===== config.mk =====
export PLATFORM = sky130hd
export DESIGN_NAME = ebda_top
export DESIGN_NICKNAME = d
export VERILOG_FILES = /design/src/shared/ebda_pkg.sv /design/src/rtl/ebda_top.sv /design/src/rtl/ebda_buf.sv
export VERILOG_INCLUDE_DIRS = /design/src /design/src/shared
export SDC_FILE = /design/constraint.sdc
export NUM_CORES = 1
export LEC_CHECK = 0
export BUFFER_PORTS_ARGS = -buffer_cell sky130_fd_sc_hd__buf_2
export CAP_MARGIN = 25
export CORE_ASPECT_RATIO = 0.9
export CORE_MARGIN = 3
export CORE_UTILIZATION = 25
export DETAILED_ROUTE_END_ITERATION = 16
export PLACE_DENSITY = 0.4
export SYNTH_ARGS = -nofsm -noshare
export SYNTH_HDL_FRONTEND = slang
export SYNTH_HIERARCHICAL = 1
export SYNTH_SLANG_ARGS = --single-unit

===== constraint.sdc =====
create_clock -name ref_clk -period 15.9 [get_ports ref_clk]
set_clock_uncertainty 0.1 [all_clocks]
set_input_delay 1.59 -clock ref_clk [delete_from_list [all_inputs] [get_ports ref_clk]]
set_output_delay 1.59 -clock ref_clk [all_outputs]
set_load 0.01 [all_outputs]

===== src/shared/ebda_cfg.svh =====
`ifndef EBDA_CFG_SVH
`define EBDA_CFG_SVH

// Register byte offsets on the control bus.
`define EBDA_OFF_SYSCTL 4'h0
`define EBDA_OFF_BWIDTH 4'h4
`define EBDA_OFF_ENDIAN 4'h8
`define EBDA_OFF_STATUS 4'hC

// Field positions in the system control register.
`define EBDA_SYS_ONCHIP_RAM_ENABLE_BIT 0
`define EBDA_SYS_EXTM_BIT 1

// Reset values.
`define EBDA_SYSCTL_RST 2'h3
`define EBDA_BWIDTH_RST 8'hFF
`define EBDA_ENDIAN_RST 8'h00
`define EBDA_LE_MASK 8'hFC

// Area numbering and special regions.
`define EBDA_AREA_FIRST_EXT 3'h2
`define EBDA_AREA_RAM 3'h5
`define EBDA_AREA_IO6 3'h6
`define EBDA_AREA_IO7 3'h7
`define EBDA_RAM_BASE 24'hBF0000
`define EBDA_RAM_LIMIT 24'hBF7FFF
`define EBDA_PROH_BASE 24'hBF8000
`define EBDA_PROH_LIMIT 24'hBFFFFF
`define EBDA_IO6_BASE 24'hDFF000
`define EBDA_IO6_LIMIT 24'hDFFFFF
`define EBDA_IO7_BASE 24'hFFF000
`define EBDA_IO7_LIMIT 24'hFFFFFF

`endif


===== src/shared/ebda_pkg.sv =====
package ebda_pkg;

  // Transfer size requested by an internal master.
  typedef enum logic [1:0] {
    EBDA_SZ_BYTE = 2'h0,
    EBDA_SZ_WORD = 2'h1,
    EBDA_SZ_LONG = 2'h2
  } ebda_size_t;

  // Where an address lands.
  typedef enum logic [2:0] {
    EBDA_CLS_EXT = 3'h0,
    EBDA_CLS_RAM = 3'h1,
    EBDA_CLS_IO = 3'h2,
    EBDA_CLS_PROH = 3'h3,
    EBDA_CLS_OTHER = 3'h4
  } ebda_cls_t;

  typedef enum logic [1:0] {
    EBDA_ST_IDLE = 2'b00,
    EBDA_ST_EXT = 2'b01,
    EBDA_ST_RESP = 2'b10
  } ebda_state_t;

  typedef struct packed {
    logic [23:0] addr;
    ebda_size_t size;
    logic write;
    logic [31:0] wdata;
  } ebda_req_t;

  typedef struct packed {
    logic [31:0] rdata;
    ebda_cls_t cls;
    logic [2:0] cycles;
  } ebda_rsp_t;

  // One external bus cycle as handed to the cycle timing logic.
  typedef struct packed {
    logic [23:0] addr;
    logic write;
    logic upper;
    logic lower;
    logic upper_lane_write_strobe;
    logic lower_lane_write_strobe;
    logic [15:0] wdata;
  } ebda_ext_t;

endpackage


===== src/rtl/ebda_top.sv =====
// Operation
// - Areas 2 to 4 are wholly external.
// - Area 5 external except RAM, prohibited.
// - On-chip RAM answers only when enabled.
// - Areas 6, 7 external except I/O region.
// - Lanes follow width, size and endian.
// - Eight-bit areas: one byte, lower lane.
// - Eight-bit areas: word 2, longword 4 cycles.
// - Eight-bit big endian: high byte first.
// - Eight-bit little endian: low byte first.
// - Sixteen-bit areas: byte or word per cycle.
// - Big endian: even upper, odd lower lane.
// - Little endian: even lower, odd upper lane.
// - Even word one cycle, odd word two.
// - Big endian longword: two or three cycles.
// - Little endian cycles start with low bytes.
// - Lane write strobes mark valid write lanes.
// - Each area selectable 8 or 16 bits.
// - Areas 7..2 endian selectable, default big.
//
// Local design decisions: the register offsets and the Avalon-MM interface to the registers.
`include "ebda_cfg.svh"

module ebda_top #(
  parameter logic [7:0] BW_RESET = `EBDA_BWIDTH_RST
) (
  input wire logic ref_clk,
  input wire logic sys_rst,
  input wire logic [3:0] avs_address,
  input wire logic avs_read,
  input wire logic avs_write,
  input wire logic [31:0] avs_writedata,
  input wire logic [3:0] avs_byteenable,
  output logic [31:0] avs_readdata,
  output logic avs_waitrequest,
  input wire logic req_valid,
  output logic req_ready,
  input wire ebda_pkg::ebda_req_t req,
  output logic rsp_valid,
  input wire logic rsp_ready,
  output ebda_pkg::ebda_rsp_t rsp,
  output logic ext_valid,
  output ebda_pkg::ebda_ext_t ext_cyc,
  input wire logic ext_done,
  input wire logic [15:0] ext_rdata
);

  //////////////////////////////////////////////////////////////////////////

  // Plan of one external cycle, kept beside the outputs it produces.
  typedef struct packed {
    logic [23:0] addr;
    logic upper;
    logic lower;
    logic [1:0] upos;
    logic [1:0] lpos;
    logic [2:0] nbytes;
    logic [15:0] wdata;
  } ebda_cyc_t;

  typedef struct packed {
    logic bus_wait;
    logic [31:0] bus_rdata;
    logic ram_en;
    logic ext_mode;
    logic [7:0] bwidth;
    logic [7:0] endian;
    ebda_pkg::ebda_state_t fsm;
    logic [23:0] base;
    logic [2:0] idx;
    logic [2:0] nbt;
    logic wide;
    logic le;
    logic wr;
    logic [31:0] wd;
    logic [31:0] acc;
    ebda_cyc_t cyc;
    logic ext_vld;
    logic rsp_vld;
    ebda_pkg::ebda_rsp_t rsp;
    logic [2:0] ncyc;
    logic ext_sb_up;
    logic ext_sb_lo;
  } ebda_st_t;

  ebda_st_t s_r;
  ebda_st_t s_nxt;
  logic buf_vld;
  logic buf_rdy;
  ebda_pkg::ebda_req_t buf_req;

  //////////////////////////////////////////////////////////////////////////

  // Where an address belongs; areas 0 and 1 are not handled here.
  function automatic ebda_pkg::ebda_cls_t classify(
    input logic [23:0] a,
    input logic ram_en,
    input logic extm
  );
    logic [2:0] area;
    area = a[23:21];
    classify = ebda_pkg::EBDA_CLS_EXT;
    if (!extm || area < `EBDA_AREA_FIRST_EXT) begin
      classify = ebda_pkg::EBDA_CLS_OTHER;
    end else if (area == `EBDA_AREA_RAM) begin
      if (ram_en && a >= `EBDA_RAM_BASE && a <= `EBDA_RAM_LIMIT) begin
        classify = ebda_pkg::EBDA_CLS_RAM;
      end else if (a >= `EBDA_PROH_BASE && a <= `EBDA_PROH_LIMIT) begin
        classify = ebda_pkg::EBDA_CLS_PROH;
      end
    end else if (area == `EBDA_AREA_IO6) begin
      if (a >= `EBDA_IO6_BASE && a <= `EBDA_IO6_LIMIT) begin
        classify = ebda_pkg::EBDA_CLS_IO;
      end
    end else if (area == `EBDA_AREA_IO7) begin
      if (a >= `EBDA_IO7_BASE && a <= `EBDA_IO7_LIMIT) begin
        classify = ebda_pkg::EBDA_CLS_IO;
      end
    end
    // Areas two to four fall through as external.
  endfunction

  // Value byte that lives at memory offset mi of the transfer.
  function automatic logic [1:0] byte_pos(
    input logic [2:0] mi,
    input logic [2:0] nbt,
    input logic le
  );
    logic [2:0] p;
    p = le ? mi : 3'(nbt - 3'h1 - mi);
    byte_pos = p[1:0];
  endfunction

  // Works out the next external cycle from the byte offset reached so far.
  function automatic ebda_cyc_t plan_cycle(
    input logic [23:0] base,
    input logic [2:0] idx,
    input logic [2:0] nbt,
    input logic wide,
    input logic le,
    input logic [31:0] wd
  );
    ebda_cyc_t c;
    logic [2:0] rem;
    logic two;
    logic a0;
    logic up;
    logic [1:0] pos;
    logic [2:0] mi;
    c = '0;
    c.addr = 24'(base + {21'h0, idx});
    rem = 3'(nbt - idx);
    two = wide & ~c.addr[0] & (rem >= 3'h2);
    c.nbytes = two ? 3'h2 : 3'h1;
    for (int j = 0; j < 2; j++) begin
      if (j == 0 || two) begin
        mi = 3'(idx + 3'(j));
        a0 = (j == 1) ? 1'b1 : c.addr[0];
        up = wide & ~(a0 ^ le);
        pos = byte_pos(mi, nbt, le);
        if (up) begin
          c.upper = 1'b1;
          c.upos = pos;
          c.wdata[15:8] = wd[{pos, 3'b000} +: 8];
        end else begin
          c.lower = 1'b1;
          c.lpos = pos;
          c.wdata[7:0] = wd[{pos, 3'b000} +: 8];
        end
      end
    end
    plan_cycle = c;
  endfunction

  //////////////////////////////////////////////////////////////////////////

  // Two-entry buffer decouples the masters from external cycle stalls.
  ebda_buf #(
    .W($bits(ebda_pkg::ebda_req_t)),
    .DEPTH(2)
  ) u_buf (
    .ref_clk(ref_clk),
    .sys_rst(sys_rst),
    .in_valid(req_valid),
    .in_ready(req_ready),
    .in_data(req),
    .out_valid(buf_vld),
    .out_ready(buf_rdy),
    .out_data(buf_req)
  );

  assign buf_rdy = (s_r.fsm == ebda_pkg::EBDA_ST_IDLE);

  // Outputs are plain wires from state flip-flops.
  assign avs_readdata = s_r.bus_rdata;
  assign avs_waitrequest = s_r.bus_wait;
  assign rsp_valid = s_r.rsp_vld;
  assign rsp = s_r.rsp;
  assign ext_valid = s_r.ext_vld;
  assign ext_cyc.addr = s_r.cyc.addr;
  assign ext_cyc.write = s_r.wr;
  assign ext_cyc.upper = s_r.cyc.upper;
  assign ext_cyc.lower = s_r.cyc.lower;
  assign ext_cyc.upper_lane_write_strobe = s_r.ext_sb_up;
  assign ext_cyc.lower_lane_write_strobe = s_r.ext_sb_lo;
  assign ext_cyc.wdata = s_r.cyc.wdata;

  //////////////////////////////////////////////////////////////////////////

  // Next state: register slave, then the transfer engine.
  always_comb begin
    ebda_pkg::ebda_cls_t cls;
    logic [2:0] nb;
    logic [2:0] nidx;
    ebda_cyc_t nc;
    logic [31:0] rd;
    cls = ebda_pkg::EBDA_CLS_OTHER;
    nb = 3'h1;
    nidx = 3'h0;
    nc = '0;
    rd = 32'h0;
    s_nxt = s_r;

    // Read data is latched in the cycle that drops waitrequest, so it
    // stands at the edge where the master takes it.
    case (avs_address)
      `EBDA_OFF_SYSCTL: begin
        rd[`EBDA_SYS_ONCHIP_RAM_ENABLE_BIT] = s_r.ram_en;
        rd[`EBDA_SYS_EXTM_BIT] = s_r.ext_mode;
      end
      `EBDA_OFF_BWIDTH: rd[7:0] = s_r.bwidth;
      `EBDA_OFF_ENDIAN: rd[7:0] = s_r.endian;
      `EBDA_OFF_STATUS: begin
        rd[0] = (s_r.fsm != ebda_pkg::EBDA_ST_IDLE);
        rd[6:4] = s_r.ncyc;
      end
      default: rd = 32'h0;
    endcase
    if ((avs_read || avs_write) && s_r.bus_wait) begin
      s_nxt.bus_wait = 1'b0;
      s_nxt.bus_rdata = avs_read ? rd : 32'h0;
    end else if (!s_r.bus_wait) begin
      s_nxt.bus_wait = 1'b1;
      // Writes land at the edge where the master sees waitrequest low.
      if (avs_write && avs_byteenable[0]) begin
        case (avs_address)
          `EBDA_OFF_SYSCTL: begin
            s_nxt.ram_en = avs_writedata[`EBDA_SYS_ONCHIP_RAM_ENABLE_BIT];
            s_nxt.ext_mode = avs_writedata[`EBDA_SYS_EXTM_BIT];
          end
          `EBDA_OFF_BWIDTH: s_nxt.bwidth = avs_writedata[7:0];
          `EBDA_OFF_ENDIAN: s_nxt.endian = avs_writedata[7:0] & `EBDA_LE_MASK;
          default: s_nxt.bus_wait = 1'b1;
        endcase
      end
    end

    // A transfer is owned until its response is taken; nothing else is
    // popped meanwhile, which keeps split cycles contiguous.
    case (s_r.fsm)
      ebda_pkg::EBDA_ST_IDLE: begin
        if (buf_vld) begin
          cls = classify(buf_req.addr, s_r.ram_en, s_r.ext_mode);
          case (buf_req.size)
            ebda_pkg::EBDA_SZ_BYTE: nb = 3'h1;
            ebda_pkg::EBDA_SZ_WORD: nb = 3'h2;
            default: nb = 3'h4;
          endcase
          s_nxt.base = buf_req.addr;
          s_nxt.nbt = nb;
          s_nxt.idx = 3'h0;
          s_nxt.wr = buf_req.write;
          s_nxt.wd = buf_req.wdata;
          s_nxt.acc = 32'h0;
          s_nxt.wide = s_r.bwidth[buf_req.addr[23:21]];
          s_nxt.le = s_r.endian[buf_req.addr[23:21]];
          if (cls == ebda_pkg::EBDA_CLS_EXT) begin
            nc = plan_cycle(buf_req.addr, 3'h0, nb, s_nxt.wide,
                            s_nxt.le, buf_req.wdata);
            s_nxt.cyc = nc;
            s_nxt.ext_sb_up = buf_req.write & nc.upper;
            s_nxt.ext_sb_lo = buf_req.write & nc.lower;
            s_nxt.ext_vld = 1'b1;
            s_nxt.ncyc = 3'h1;
            s_nxt.fsm = ebda_pkg::EBDA_ST_EXT;
          end else begin
            // Internal targets get no external cycle at all.
            s_nxt.rsp = '{rdata: 32'h0, cls: cls, cycles: 3'h0};
            s_nxt.ncyc = 3'h0;
            s_nxt.rsp_vld = 1'b1;
            s_nxt.fsm = ebda_pkg::EBDA_ST_RESP;
          end
        end
      end
      ebda_pkg::EBDA_ST_EXT: begin
        if (ext_done) begin
          if (!s_r.wr && s_r.cyc.upper) begin
            s_nxt.acc[{s_r.cyc.upos, 3'b000} +: 8] = ext_rdata[15:8];
          end
          if (!s_r.wr && s_r.cyc.lower) begin
            s_nxt.acc[{s_r.cyc.lpos, 3'b000} +: 8] = ext_rdata[7:0];
          end
          nidx = 3'(s_r.idx + s_r.cyc.nbytes);
          s_nxt.idx = nidx;
          if (nidx == s_r.nbt) begin
            s_nxt.ext_vld = 1'b0;
            s_nxt.ext_sb_up = 1'b0;
            s_nxt.ext_sb_lo = 1'b0;
            s_nxt.rsp = '{rdata: s_nxt.acc, cls: ebda_pkg::EBDA_CLS_EXT,
                          cycles: s_r.ncyc};
            s_nxt.rsp_vld = 1'b1;
            s_nxt.fsm = ebda_pkg::EBDA_ST_RESP;
          end else begin
            nc = plan_cycle(s_r.base, nidx, s_r.nbt, s_r.wide, s_r.le, s_r.wd);
            s_nxt.cyc = nc;
            s_nxt.ext_sb_up = s_r.wr & nc.upper;
            s_nxt.ext_sb_lo = s_r.wr & nc.lower;
            s_nxt.ncyc = 3'(s_r.ncyc + 3'h1);
          end
        end
      end
      ebda_pkg::EBDA_ST_RESP: begin
        if (rsp_ready) begin
          s_nxt.rsp_vld = 1'b0;
          s_nxt.fsm = ebda_pkg::EBDA_ST_IDLE;
        end
      end
      default: s_nxt.fsm = ebda_pkg::EBDA_ST_IDLE;
    endcase
  end

  //////////////////////////////////////////////////////////////////////////

  // State register; control settings take their documented defaults.
  always_ff @(posedge ref_clk or posedge sys_rst) begin
    if (sys_rst) begin
      s_r <= '0;
      s_r.bus_wait <= 1'b1;
      s_r.ram_en <= 1'(`EBDA_SYSCTL_RST >> `EBDA_SYS_ONCHIP_RAM_ENABLE_BIT);
      s_r.ext_mode <= 1'(`EBDA_SYSCTL_RST >> `EBDA_SYS_EXTM_BIT);
      s_r.bwidth <= BW_RESET;
      s_r.endian <= `EBDA_ENDIAN_RST;
      s_r.fsm <= ebda_pkg::EBDA_ST_IDLE;
    end else begin
      s_r <= s_nxt;
    end
  end
endmodule // ebda_top


===== src/rtl/ebda_buf.sv =====
// Small FIFO held in flip-flops; in_ready is registered so the source sees
// back-pressure without a combinational path from the drain side.
module ebda_buf #(
  parameter int W = 8,
  parameter int DEPTH = 2
) (
  input wire logic ref_clk,
  input wire logic sys_rst,
  input wire logic in_valid,
  output logic in_ready,
  input wire logic [W-1:0] in_data,
  output logic out_valid,
  input wire logic out_ready,
  output logic [W-1:0] out_data
);
  localparam int AW = (DEPTH > 1) ? $clog2(DEPTH) : 1;
  localparam logic [AW:0] FULL = (AW+1)'(DEPTH);
  localparam logic [AW-1:0] LAST = AW'(DEPTH - 1);

  typedef struct packed {
    logic [DEPTH-1:0][W-1:0] mem;
    logic [AW-1:0] wp;
    logic [AW-1:0] rp;
    logic [AW:0] cnt;
    logic in_rdy;
  } ebda_buf_st_t;

  ebda_buf_st_t s_r;
  ebda_buf_st_t s_nxt;
  logic push;
  logic pop;

  assign in_ready = s_r.in_rdy;
  assign out_valid = (s_r.cnt != '0);
  assign out_data = s_r.mem[s_r.rp];

  // Push and pop may happen together; the count only moves on one of them.
  always_comb begin
    s_nxt = s_r;
    push = in_valid & s_r.in_rdy;
    pop = out_ready & (s_r.cnt != '0);
    if (push) begin
      s_nxt.mem[s_r.wp] = in_data;
      s_nxt.wp = (s_r.wp == LAST) ? '0 : s_r.wp + 1'b1;
    end
    if (pop) begin
      s_nxt.rp = (s_r.rp == LAST) ? '0 : s_r.rp + 1'b1;
    end
    if (push && !pop) begin
      s_nxt.cnt = s_r.cnt + 1'b1;
    end else if (pop && !push) begin
      s_nxt.cnt = s_r.cnt - 1'b1;
    end
    s_nxt.in_rdy = (s_nxt.cnt != FULL);
  end

  // State register.
  always_ff @(posedge ref_clk or posedge sys_rst) begin
    if (sys_rst) begin
      s_r <= '0;
      s_r.in_rdy <= 1'b1;
    end else begin
      s_r <= s_nxt;
    end
  end
endmodule // ebda_buf


==> results.py, run 1 <==
metrics = {
    "outcome": {
        "run_status": "finished, final reports clean",
    },
    "floorplan": {
        "die_w_um": 294.3,
        "design.core.area_sq_mm": 0.07363,
        "num_rows": 94,
        "die_h_um": 265.5,
        "start_util_pct": 25.40,
        "dieArea_sq_mm": 0.07813,
        "ios": 241,
    },
    "place": {
        "hpwlAfterDp_um": 39540,
        "dp_cells": 2721,
        "io_buffers": 189,
        "gp_congestion": 0.7897,
    },
    "global_routing": {
        "grt_usage_pct": 14.58,
        "grt_overflow": 0,
        "antenna_found_initial": 1,
        "grt_max_degree": 95,
        "grt_pass1_wl_um": 87840,
        "grt_pass1_vias": 13880,
    },
    "cells_and_area": {
        "area_growth_pct": 13.69,
        "most-common-layout-cells": "dfrtp_1, mux2_2, buf_2",
        "mostFrequentLayoutCell": "dfrtp_1",
        "final_util_pct": 28.88,
        "drive_gt1_share_pct": 31.87,
        "fin_cells": 2803,
        "fin_nets": 1961,
    },
    "critical_path": {
        "path_buf_inv": 1,
        "r2r_setup_slack_ns": 11.36,
        "crit_path_frequent_cell": "nor2_1",
        "path_cells": "buf_4, mux2_2, nor2_1, nor2_1, nand2b_1, nor3_4, a221oi_1, a31oi_1",
        "slowest_stage": "mux2_2",
        "start_kind": "flop",
        "cpPeakStageDelay_ns": 0.82,
        "rr_startpoint": "u_buf/s_r[3]$_DFFE_PP0P_",
        "critPathKind": "reg2reg",
        "arrival_ns": 4.90,
        "cp-end-kind": "flop",
        "rr_endpoint": "ext_cyc[2]$_DFFE_PP0P_",
        "critPathTopFamily": "simple AND/OR/NAND/NOR gates",
        "ff2ff_path_depth": 8,
        "crit_required_ns": 16.26,
        "cp_max_fo": 39,
    },
    "power": {
        "p_sw_mw": 1.937,
        "switching_share_pct": 40.90,
        "internal_power_mw": 2.799,
        "vdd_drop_max_mv": 0.09548,
        "total_power_mw": 4.736,
        "power_leakage_nw": 9.250,
        "power_frac_clock_pct": 21.4,
        "p_comb_share_pct": 48.4,
        "power_frac_seq_pct": 30.2,
        "power_density_mw_per_mm2": 222.7,
    },
    "synthesis": {
        "synthFlopType": "dfrtp_1",
        "yosysTopAreaCellShare_pct": 43.89,
        "syn_area_per_cell_sq_um": 10.72,
        "yosysUniqueCellTypes": 80,
        "synthCells": 1745,
        "synth_area_leaders": "dfrtp_1, mux2_2, buf_4",
        "yosysWarningCount": 6,
        "yosysSeqAreaShare_pct": 45.57,
        "synth_edf_count": 0,
        "ys_ff_latch": 340,
        "async_flop_share_pct": 100.0,
        "syn_area_sq_mm": 0.01870,
        "yosysTopAreaCell": "dfrtp_1",
    },
    "worst_hold_path": {
        "worstHoldEndpoint": "ext_cyc[21]$_DFFE_PP0P_",
        "min_from": "ext_cyc[21]$_DFFE_PP0P_",
        "hp-class": "reg2reg",
        "holdPathStages": 2,
    },
    "cts": {
        "cts_tree": "done",
        "clk_path_buf_depth": 3,
        "holdBufCountCts": 0,
        "cts_sinks": 340,
        "htreeDepth": 2,
        "worstSkewPairLatency_ns": 0.57,
        "post-cts-setup-buffer-count": 0,
        "cts.clk_slew.worst_paths_ns": 0.06,
        "cts_buffers": 43,
        "cts_resized": 0,
        "root_buffer": "clkbuf_16",
    },
    "drt": {
        "num_vias": 13310,
        "wl_per_cell_um": 20.48,
        "detail-route-antenna-nets": 0,
        "firstDrtPassIters": 5,
        "drt_wl_total_um": 57420,
        "drc_errors": 0,
        "routed_via_density": 4.747,
        "drt-initial-drc-count": 882,
    },
    "timing": {
        "timing.hold.ws_ns": 0.3705,
        "worstMarginPinSlew_ns": 1.035,
        "max_freq_ghz": 0.2203,
        "rsz0062_at_grt": "false",
        "fin_crit_sh_pct": 28.55,
        "maxSlewViolCount": 0,
        "period_minus_slack_ns": 4.540,
        "fin_tns_setup_ns": 0,
        "setup_viol": 0,
        "hold_viol": 0,
        "maxSlewHeadroom_pct": 31.00,
    },
    "job": {
        "maxCapViolations": 0,
    },
}
-- power groups by stage --
stage	Sequential, mW	Clock (mW)	Combinational [mW]
6_report	1.43	1.01	2.29
5_1_grt	1.48	1.09	2.51
4_1_cts	1.44	1.06	2.31
3_5_place_dp	1.45	0	2.30
3_3_place_gp	1.43	0	2.28
2_1_floorplan	1.35	0	1.79
-- per-stage QoR --
| stage | instance area (sq um) | setup slack [ns] |
|---|---|---|
| 2_1_floorplan | 18790 | 8.292 |
| 3_3_place_gp | 19730 | 11.35 |
| 3_5_place_dp | 19730 | 11.34 |
| 4_1_cts | 21170 | 11.31 |
| 5_1_grt | 21260 | 11.02 |
| 6_report | 21260 | 11.36 |
-- flip-flops by register name (all words and copies together), names as in the netlist --
signal and cells:
u_buf/s_r 122, avs_waitrequest 1, rsp 38, avs_readdata 8, u_buf/in_ready 1, s_r 123, rsp_valid 1, ext_valid 1
ext_cyc 45
-- tightest hold or removal path, delay by kind of cell (launching register included) --
kind | cells | cell delay [ns]
DFF | 1 | 0.33
AOI/OAI and AO/OA | 1 | 0.06
and+or+nand+nor | 1 | 0.04
-- area by class of cell --
type / instances / area (sq um)
Multi-Input combinational cell: 1132 / 8602
Fill cell: 7709 / 52360
Inverter: 81 / 314.1
Tap cell: 960 / 1201
Sequential cell: 340 / 8524
Antenna cell: 1 / 2.502
Clock buffer: 64 / 1255
Timing Repair Buffer: 214 / 1175
Clock inverter: 11 / 187.7
-- Yosys cell counts, drive strengths merged (5+ instances only) --
master and instances:
ha 24, xnor2 14, xor2 15, mux4 10
dfstp 12, mux2i 21, a221oi 22, o21ai 145
nor4b 6, nand4 9, a21oi 39, o22ai 34
nand2b 14, dfrtp 328, nor3 9, nor2 71
o211ai 17, nand3 65, clkbuf 50, a31oi 21
a22oi 53, nor2b 5, nor3b 5, nand2 167
and3 20, and2 5, inv 81, a41oi 6
buf 165, a21o 5, mux2 257
-- routing by layer --
layer	up-vias	routed length, um	track usage, %
li1	6217	-	-
met1	6712	24900	18.81
met2	305	28660	25.52
met3	73	2635	2.338
met4	0	1223	3.533
met5	-	0	0
-- worst max path at each step --
stage,from,to,slack (ns),depth (start not counted)
floorplan,sys_rst,avs_readdata[0]$_DFFE_PP0P_,8.29,1
global route,u_buf/s_r[3]$_DFFE_PP0P_,ext_cyc[5]$_DFFE_PP0P_,11.02,8
global placement,u_buf/s_r[3]$_DFFE_PP0P_,ext_cyc[2]$_DFFE_PP0P_,11.35,8
detailed placement,u_buf/s_r[3]$_DFFE_PP0P_,s_r[66]$_DFFE_PP0P_,11.34,9
CTS,u_buf/s_r[3]$_DFFE_PP0P_,s_r[66]$_DFFE_PP0P_,11.31,9
finish,u_buf/s_r[3]$_DFFE_PP0P_,ext_cyc[2]$_DFFE_PP0P_,11.36,8
-- cells by family after synthesis --
kind of cell	Yosys count	share of synthesized area (%)
and+or+nand+nor	394	10.02
AOI/OAI and AO/OA	366	12.37
DFF	340	45.57
buffers and inverters	296	9.172
muxes	288	19.03
xor gates and xnor gates	33	1.893
adders and majority gates	27	1.927
other	1	0.02005
Power figures use the tool's default switching activity.
==> run 2: changes to the inputs <==
==> constraint.sdc (replaced) <==
create_clock -name ref_clk -period 4.3 [get_ports ref_clk]
set_clock_uncertainty 0.1 [all_clocks]
set_input_delay 0.43 -clock ref_clk [delete_from_list [all_inputs] [get_ports ref_clk]]
set_output_delay 0.43 -clock ref_clk [all_outputs]
set_load 0.01 [all_outputs]
==> run 2 against run 1 <==
Worst hold slack got worse by 0.34 ns. Critical path depth increased by 2. Cell area increased by 2.7%. Via count up 1.6%. Power grew to 3.7 times the previous value. Routed wire length is 0.71% higher. Utilization is 0.77 points higher. Sequential share of layout area decreased by 1.0 points. Global-route usage hardly changed. Critical path type unchanged. Highest routed layer unchanged.
==> results.py, run 2 (same netlist as run 1, synthesis figures left out) <==
metrics = {
    "drt": {
        "num_vias": 13520,
        "detail-route-antenna-nets": 0,
        "drt-initial-drc-count": 893,
        "routed_via_density": 4.710,
        "firstDrtPassIters": 5,
        "drc_errors": 0,
        "drt_wl_total_um": 57820,
        "wl_per_cell_um": 20.15,
    },
    "timing": {
        "hold_viol": 0,
        "timing.final.ws_setup_ns": 0.6247,
        "rsz0062_at_grt": "false",
        "maxSlewViolCount": 0,
        "period_minus_slack_ns": 3.675,
        "fin_crit_sh_pct": 85.47,
        "timing.hold.ws_ns": 0.02656,
        "worstMarginPinSlew_ns": 1.048,
        "max_freq_ghz": 0.2721,
        "fin_tns_setup_ns": 0,
        "maxSlewHeadroom_pct": 30.15,
        "setup_viol": 0,
    },
    "global_routing": {
        "antenna_found_initial": 1,
        "grt_pass1_vias": 14270,
        "grt_overflow": 0,
        "grt_max_degree": 154,
        "grt_pass1_wl_um": 88470,
        "grt_usage_pct": 14.59,
    },
    "cells_and_area": {
        "final_util_pct": 29.65,
        "drive_gt1_share_pct": 31.73,
        "most-common-layout-cells": "dfrtp_1, mux2_2, buf_2",
        "n_antenna_cell": 0,
        "fin_cells": 2870,
        "fin_nets": 2029,
        "nFillCells": 7645,
        "multi_input_area_sq_mm": 0.008601,
        "mostFrequentLayoutCell": "dfrtp_1",
        "area_growth_pct": 16.74,
        "max_flop_register": "s_r",
        "largest_reg_flops": 123,
        "regArea_sq_mm": 0.008524,
    },
    "cts": {
        "cts.clk_slew.worst_paths_ns": 0.06,
        "cts_tree": "done",
        "post-cts-setup-buffer-count": 0,
        "cts_buffers": 42,
        "root_buffer": "clkbuf_16",
        "cts_sinks": 340,
        "htreeDepth": 2,
        "worstSkewPairLatency_ns": 0.57,
        "clk_path_buf_depth": 3,
        "cts_resized": 0,
    },
    "floorplan": {
        "start_util_pct": 25.40,
        "num_rows": 94,
        "die_w_um": 294.3,
        "die_h_um": 265.5,
        "dieArea_sq_mm": 0.07813,
        "design.core.area_sq_mm": 0.07363,
        "ios": 241,
    },
    "critical_path": {
        "crit_required_ns": 4.68,
        "cp_max_fo": 9,
        "arrival_ns": 4.06,
        "start_kind": "flop",
        "cp-end-kind": "flop",
        "critPathKind": "reg2reg",
    },
    "place": {
        "dp_slack_ns": 0.6661,
        "io_buffers": 189,
        "gp_congestion": 0.7969,
        "dp_cells": 2741,
        "hpwlAfterDp_um": 40540,
    },
    "power": {
        "power_density_mw_per_mm2": 802.4,
        "power_leakage_nw": 9.517,
        "vdd_drop_max_mv": 0.3412,
    },
    "worst_hold_path": {
        "hp-class": "in2reg",
    },
    "outcome": {
        "run_status": "finished, final reports clean",
    },
    "job": {
        "maxCapViolations": 0,
    },
}
[run 2: final cells by class]
type	instances	share of cell area (%)
sequential	340	39.05
clock buffer	59	5.708
timing repair buffer	283	8.310
inverter	81	1.421
multi-input combinational	1132	39.39
tap	960	5.502
clock inverter	15	0.6189
[run 2: critical path: stages, from the launching register on]
cell      delay [ns]
dfrtp_1         0.37
ha_1            0.15
inv_1           0.05
fa_1            0.62
inv_1           0.22
fa_1            0.45
xor2_1          0.17
a21oi_1         0.44
and3_1          0.57
a222oi_1        0.27
o21ai_0         0.18
[run 2: layer usage]
| metal | GRT usage (%) | part of all wire, % | vias up |
|---|---|---|---|
| met5 | 0 | 0 | - |
| met1 | 19.00 | 44 | 6815 |
| met4 | 4.032 | 2.2 | 0 |
| li1 | - | - | 6349 |
| met2 | 25.06 | 49 | 282 |
| met3 | 2.379 | 4.4 | 71 |
[run 2: final timing paths]
path	slack, ns	depth (start not counted)	start	endpoint
worst min-delay path	0.03	2	req[3]	u_buf/s_r[8]$_DFFE_PP0P_
worst max-delay path	0.62	10	s_r[164]$_DFFE_PP0P_	s_r[64]$_DFFE_PP0P_
worst min register to register	0.38	2	ext_cyc[24]$_DFFE_PP0P_	ext_cyc[24]$_DFFE_PP0P_
min in group asynchronous	0.30	3	sys_rst	s_r[143]$_DFFE_PP0P_
worst max register to register	0.62	10	s_r[164]$_DFFE_PP0P_	s_r[64]$_DFFE_PP0P_
max in group asynchronous	2.51	4	sys_rst	u_buf/s_r[118]$_DFFE_PP0P_
[run 2: report_power, final]
part	internal (mW)	switching [mW]
registers	4.42	0.857
logic	3.74	4.89
clock network	2.13	1.47
total	10.3	7.22
[run 2: through the flow]
step	cell area [sq um]	power [mW]
6_report	21830	17.52
3_5_place_dp	19900	14.01
2_1_floorplan	18790	11.59
3_3_place_gp	19900	13.86
4_1_cts	21830	17.80
5_1_grt	21830	18.77
[run 2: repair_timing]
item,4_1_cts,5_1_grt
hold buffers,55,0
endpoints found under the setup margin,0,0
endpoints found under the hold margin,165,0
==> run 3: changes to the inputs <==
--- a/config.mk
+++ b/config.mk
@@ -9,7 +9,7 @@
 export BUFFER_PORTS_ARGS = -buffer_cell sky130_fd_sc_hd__buf_2
 export CAP_MARGIN = 25
 export CORE_ASPECT_RATIO = 0.9
-export CORE_MARGIN = 3
+export CORE_MARGIN = 2
 export CORE_UTILIZATION = 25
 export DETAILED_ROUTE_END_ITERATION = 16
 export PLACE_DENSITY = 0.4
==> run 3 against run 2 <==
Power increased by 0.21%. Utilization decreased by 0.12 points. Sequential share of layout area decreased by 0.25 points. Highest routed layer unchanged.
==> results.py, run 3 (same netlist as run 1, synthesis figures left out) <==
metrics = {
    "global_routing": {
        "grt_use_met2_pct": 25.29,
        "use_met1_pct": 19.41,
        "busiest_layer": "met2",
        "grt_overflow": 0,
        "antenna_found_initial": 1,
        "grt_max_degree": 105,
        "grt_use_met3_pct": 2.474,
        "grt_usage_pct": 14.85,
        "grt_pass1_vias": 14280,
        "grt_pass1_wl_um": 88900,
    },
    "critical_path": {
        "path_buf_inv": 2,
        "cp-end-kind": "flop",
        "slowest_stage": "fa_1",
        "cp_max_fo": 9,
        "critPathKind": "reg2reg",
        "start_kind": "flop",
        "crit_required_ns": 4.70,
        "critPathTopFamily": "adder cells",
        "path_cells": "ha_1, inv_1, fa_1, inv_1, fa_1, xor2_1, a21oi_1, and3_1, a222oi_1, o21ai_0",
        "cpPeakStageDelay_ns": 0.61,
        "arrival_ns": 4.08,
    },
    "cells_and_area": {
        "max_flop_register": "s_r",
        "mostFrequentLayoutCell": "dfrtp_1",
        "most-common-layout-cells": "dfrtp_1, mux2_2, buf_2",
        "drive_gt1_share_pct": 31.28,
        "n_antenna_cell": 0,
        "postLayoutCellArea_sq_mm": 0.02197,
        "fin_nets": 2036,
        "largest_reg_flops": 123,
        "area_growth_pct": 17.50,
    },
    "timing": {
        "rsz0062_at_grt": "false",
        "period_minus_slack_ns": 3.686,
        "fin_tns_setup_ns": 0,
        "maxSlewViolCount": 0,
        "fin_crit_sh_pct": 85.72,
        "max_freq_ghz": 0.2713,
        "setup_viol": 0,
        "hold_viol": 0,
        "worstMarginPinSlew_ns": 1.024,
        "timing.final.ws_setup_ns": 0.6139,
        "maxSlewHeadroom_pct": 31.51,
    },
    "floorplan": {
        "ios": 241,
        "die_w_um": 292.3,
        "die_h_um": 263.5,
        "num_rows": 95,
        "start_util_pct": 25.13,
        "dieArea_sq_mm": 0.07701,
        "design.core.area_sq_mm": 0.07441,
    },
    "drt": {
        "wl_per_cell_um": 19.92,
        "firstDrtPassIters": 5,
        "drc_errors": 0,
        "routed_via_density": 4.775,
        "drt-initial-drc-count": 881,
        "num_vias": 13790,
        "detail-route-antenna-nets": 0,
        "drt_wl_total_um": 57530,
    },
    "power": {
        "vdd_drop_max_mv": 0.4522,
        "power_leakage_nw": 9.541,
        "total_power_mw": 17.56,
        "power_density_mw_per_mm2": 799.0,
    },
    "place": {
        "hpwlAfterDp_um": 40090,
        "placed_area_sq_mm": 0.01996,
        "io_buffers": 189,
        "dp_slack_ns": 0.6696,
        "gp_congestion": 0.8169,
    },
    "cts": {
        "clk_path_buf_depth": 3,
        "root_buffer": "clkbuf_16",
        "cts_resized": 0,
        "cts.clk_slew.worst_paths_ns": 0.06,
        "cts_sinks": 340,
        "cts_tree": "done",
        "htreeDepth": 2,
        "post-cts-setup-buffer-count": 0,
        "holdBufCountCts": 60,
        "cts_buffers": 43,
        "worstSkewPairLatency_ns": 0.58,
    },
    "job": {
        "maxCapViolations": 0,
    },
    "outcome": {
        "run_status": "finished, final reports clean",
    },
    "worst_hold_path": {
        "hp-class": "in2reg",
    },
}
==> run 3: path summary, 6_finish.rpt <==
check / slack, ns / depth (start not counted) / startpoint / to
max: 0.61 / 10 / s_r[164]$_DFFE_PP0P_ / s_r[64]$_DFFE_PP0P_
min: 0.03 / 2 / req[0] / u_buf/s_r[64]$_DFFE_PP0P_
min reg2reg: 0.38 / 2 / ext_cyc[29]$_DFFE_PP0P_ / ext_cyc[29]$_DFFE_PP0P_
min in group asynchronous: 0.18 / 3 / sys_rst / u_buf/s_r[84]$_DFFE_PP0P_
max in group asynchronous: 2.55 / 4 / sys_rst / rsp[26]$_DFFE_PP0P_
max reg2reg: 0.61 / 10 / s_r[164]$_DFFE_PP0P_ / s_r[64]$_DFFE_PP0P_
==> run 3: cell type report <==
type                       count  area [sq um]
fill                        7762         52440
multi-input combinational   1132          8598
sequential                   340          8524
timing repair buffer         289          1942
clock buffer                  66          1262
tap                          970          1214
inverter                      81         310.3
clock inverter                10         122.6
==> run 3: metrics by stage <==
step | util [%] | hold slack, ns | instances
6_report | 29.53 | 0.02645 | 2888
3_3_place_gp | 26.83 | 0.3618 | 2751
3_5_place_dp | 26.83 | 0.3667 | 2751
4_1_cts | 29.49 | 0.0007998 | 2887
5_1_grt | 29.53 | 0.009877 | 2888
2_1_floorplan | - | 0.3498 | 1768
==> run 3: per-layer routing <==
metal | wire, um | vias up
met3 | 3090 | 77
met2 | 28440 | 387
li1 | - | 6385
met4 | 1232 | 0
met5 | 0 | -
met1 | 24770 | 6940
==> run 3: worst register-to-register path: stages, from the launching register on <==
cell      delay [ns]
dfrtp_1         0.37
ha_1            0.15
inv_1           0.05
fa_1            0.61
inv_1           0.21
fa_1            0.45
xor2_1          0.17
a21oi_1         0.44
and3_1          0.56
a222oi_1        0.27
o21ai_0         0.21
==> run 3: where the power goes <==
| group | leakage (nW) | switching [mW] | internal [mW] |
|---|---|---|---|
| registers | 4.21 | 0.848 | 4.43 |
| logic | 4.67 | 4.93 | 3.77 |
| clock network | 0.666 | 1.49 | 2.09 |
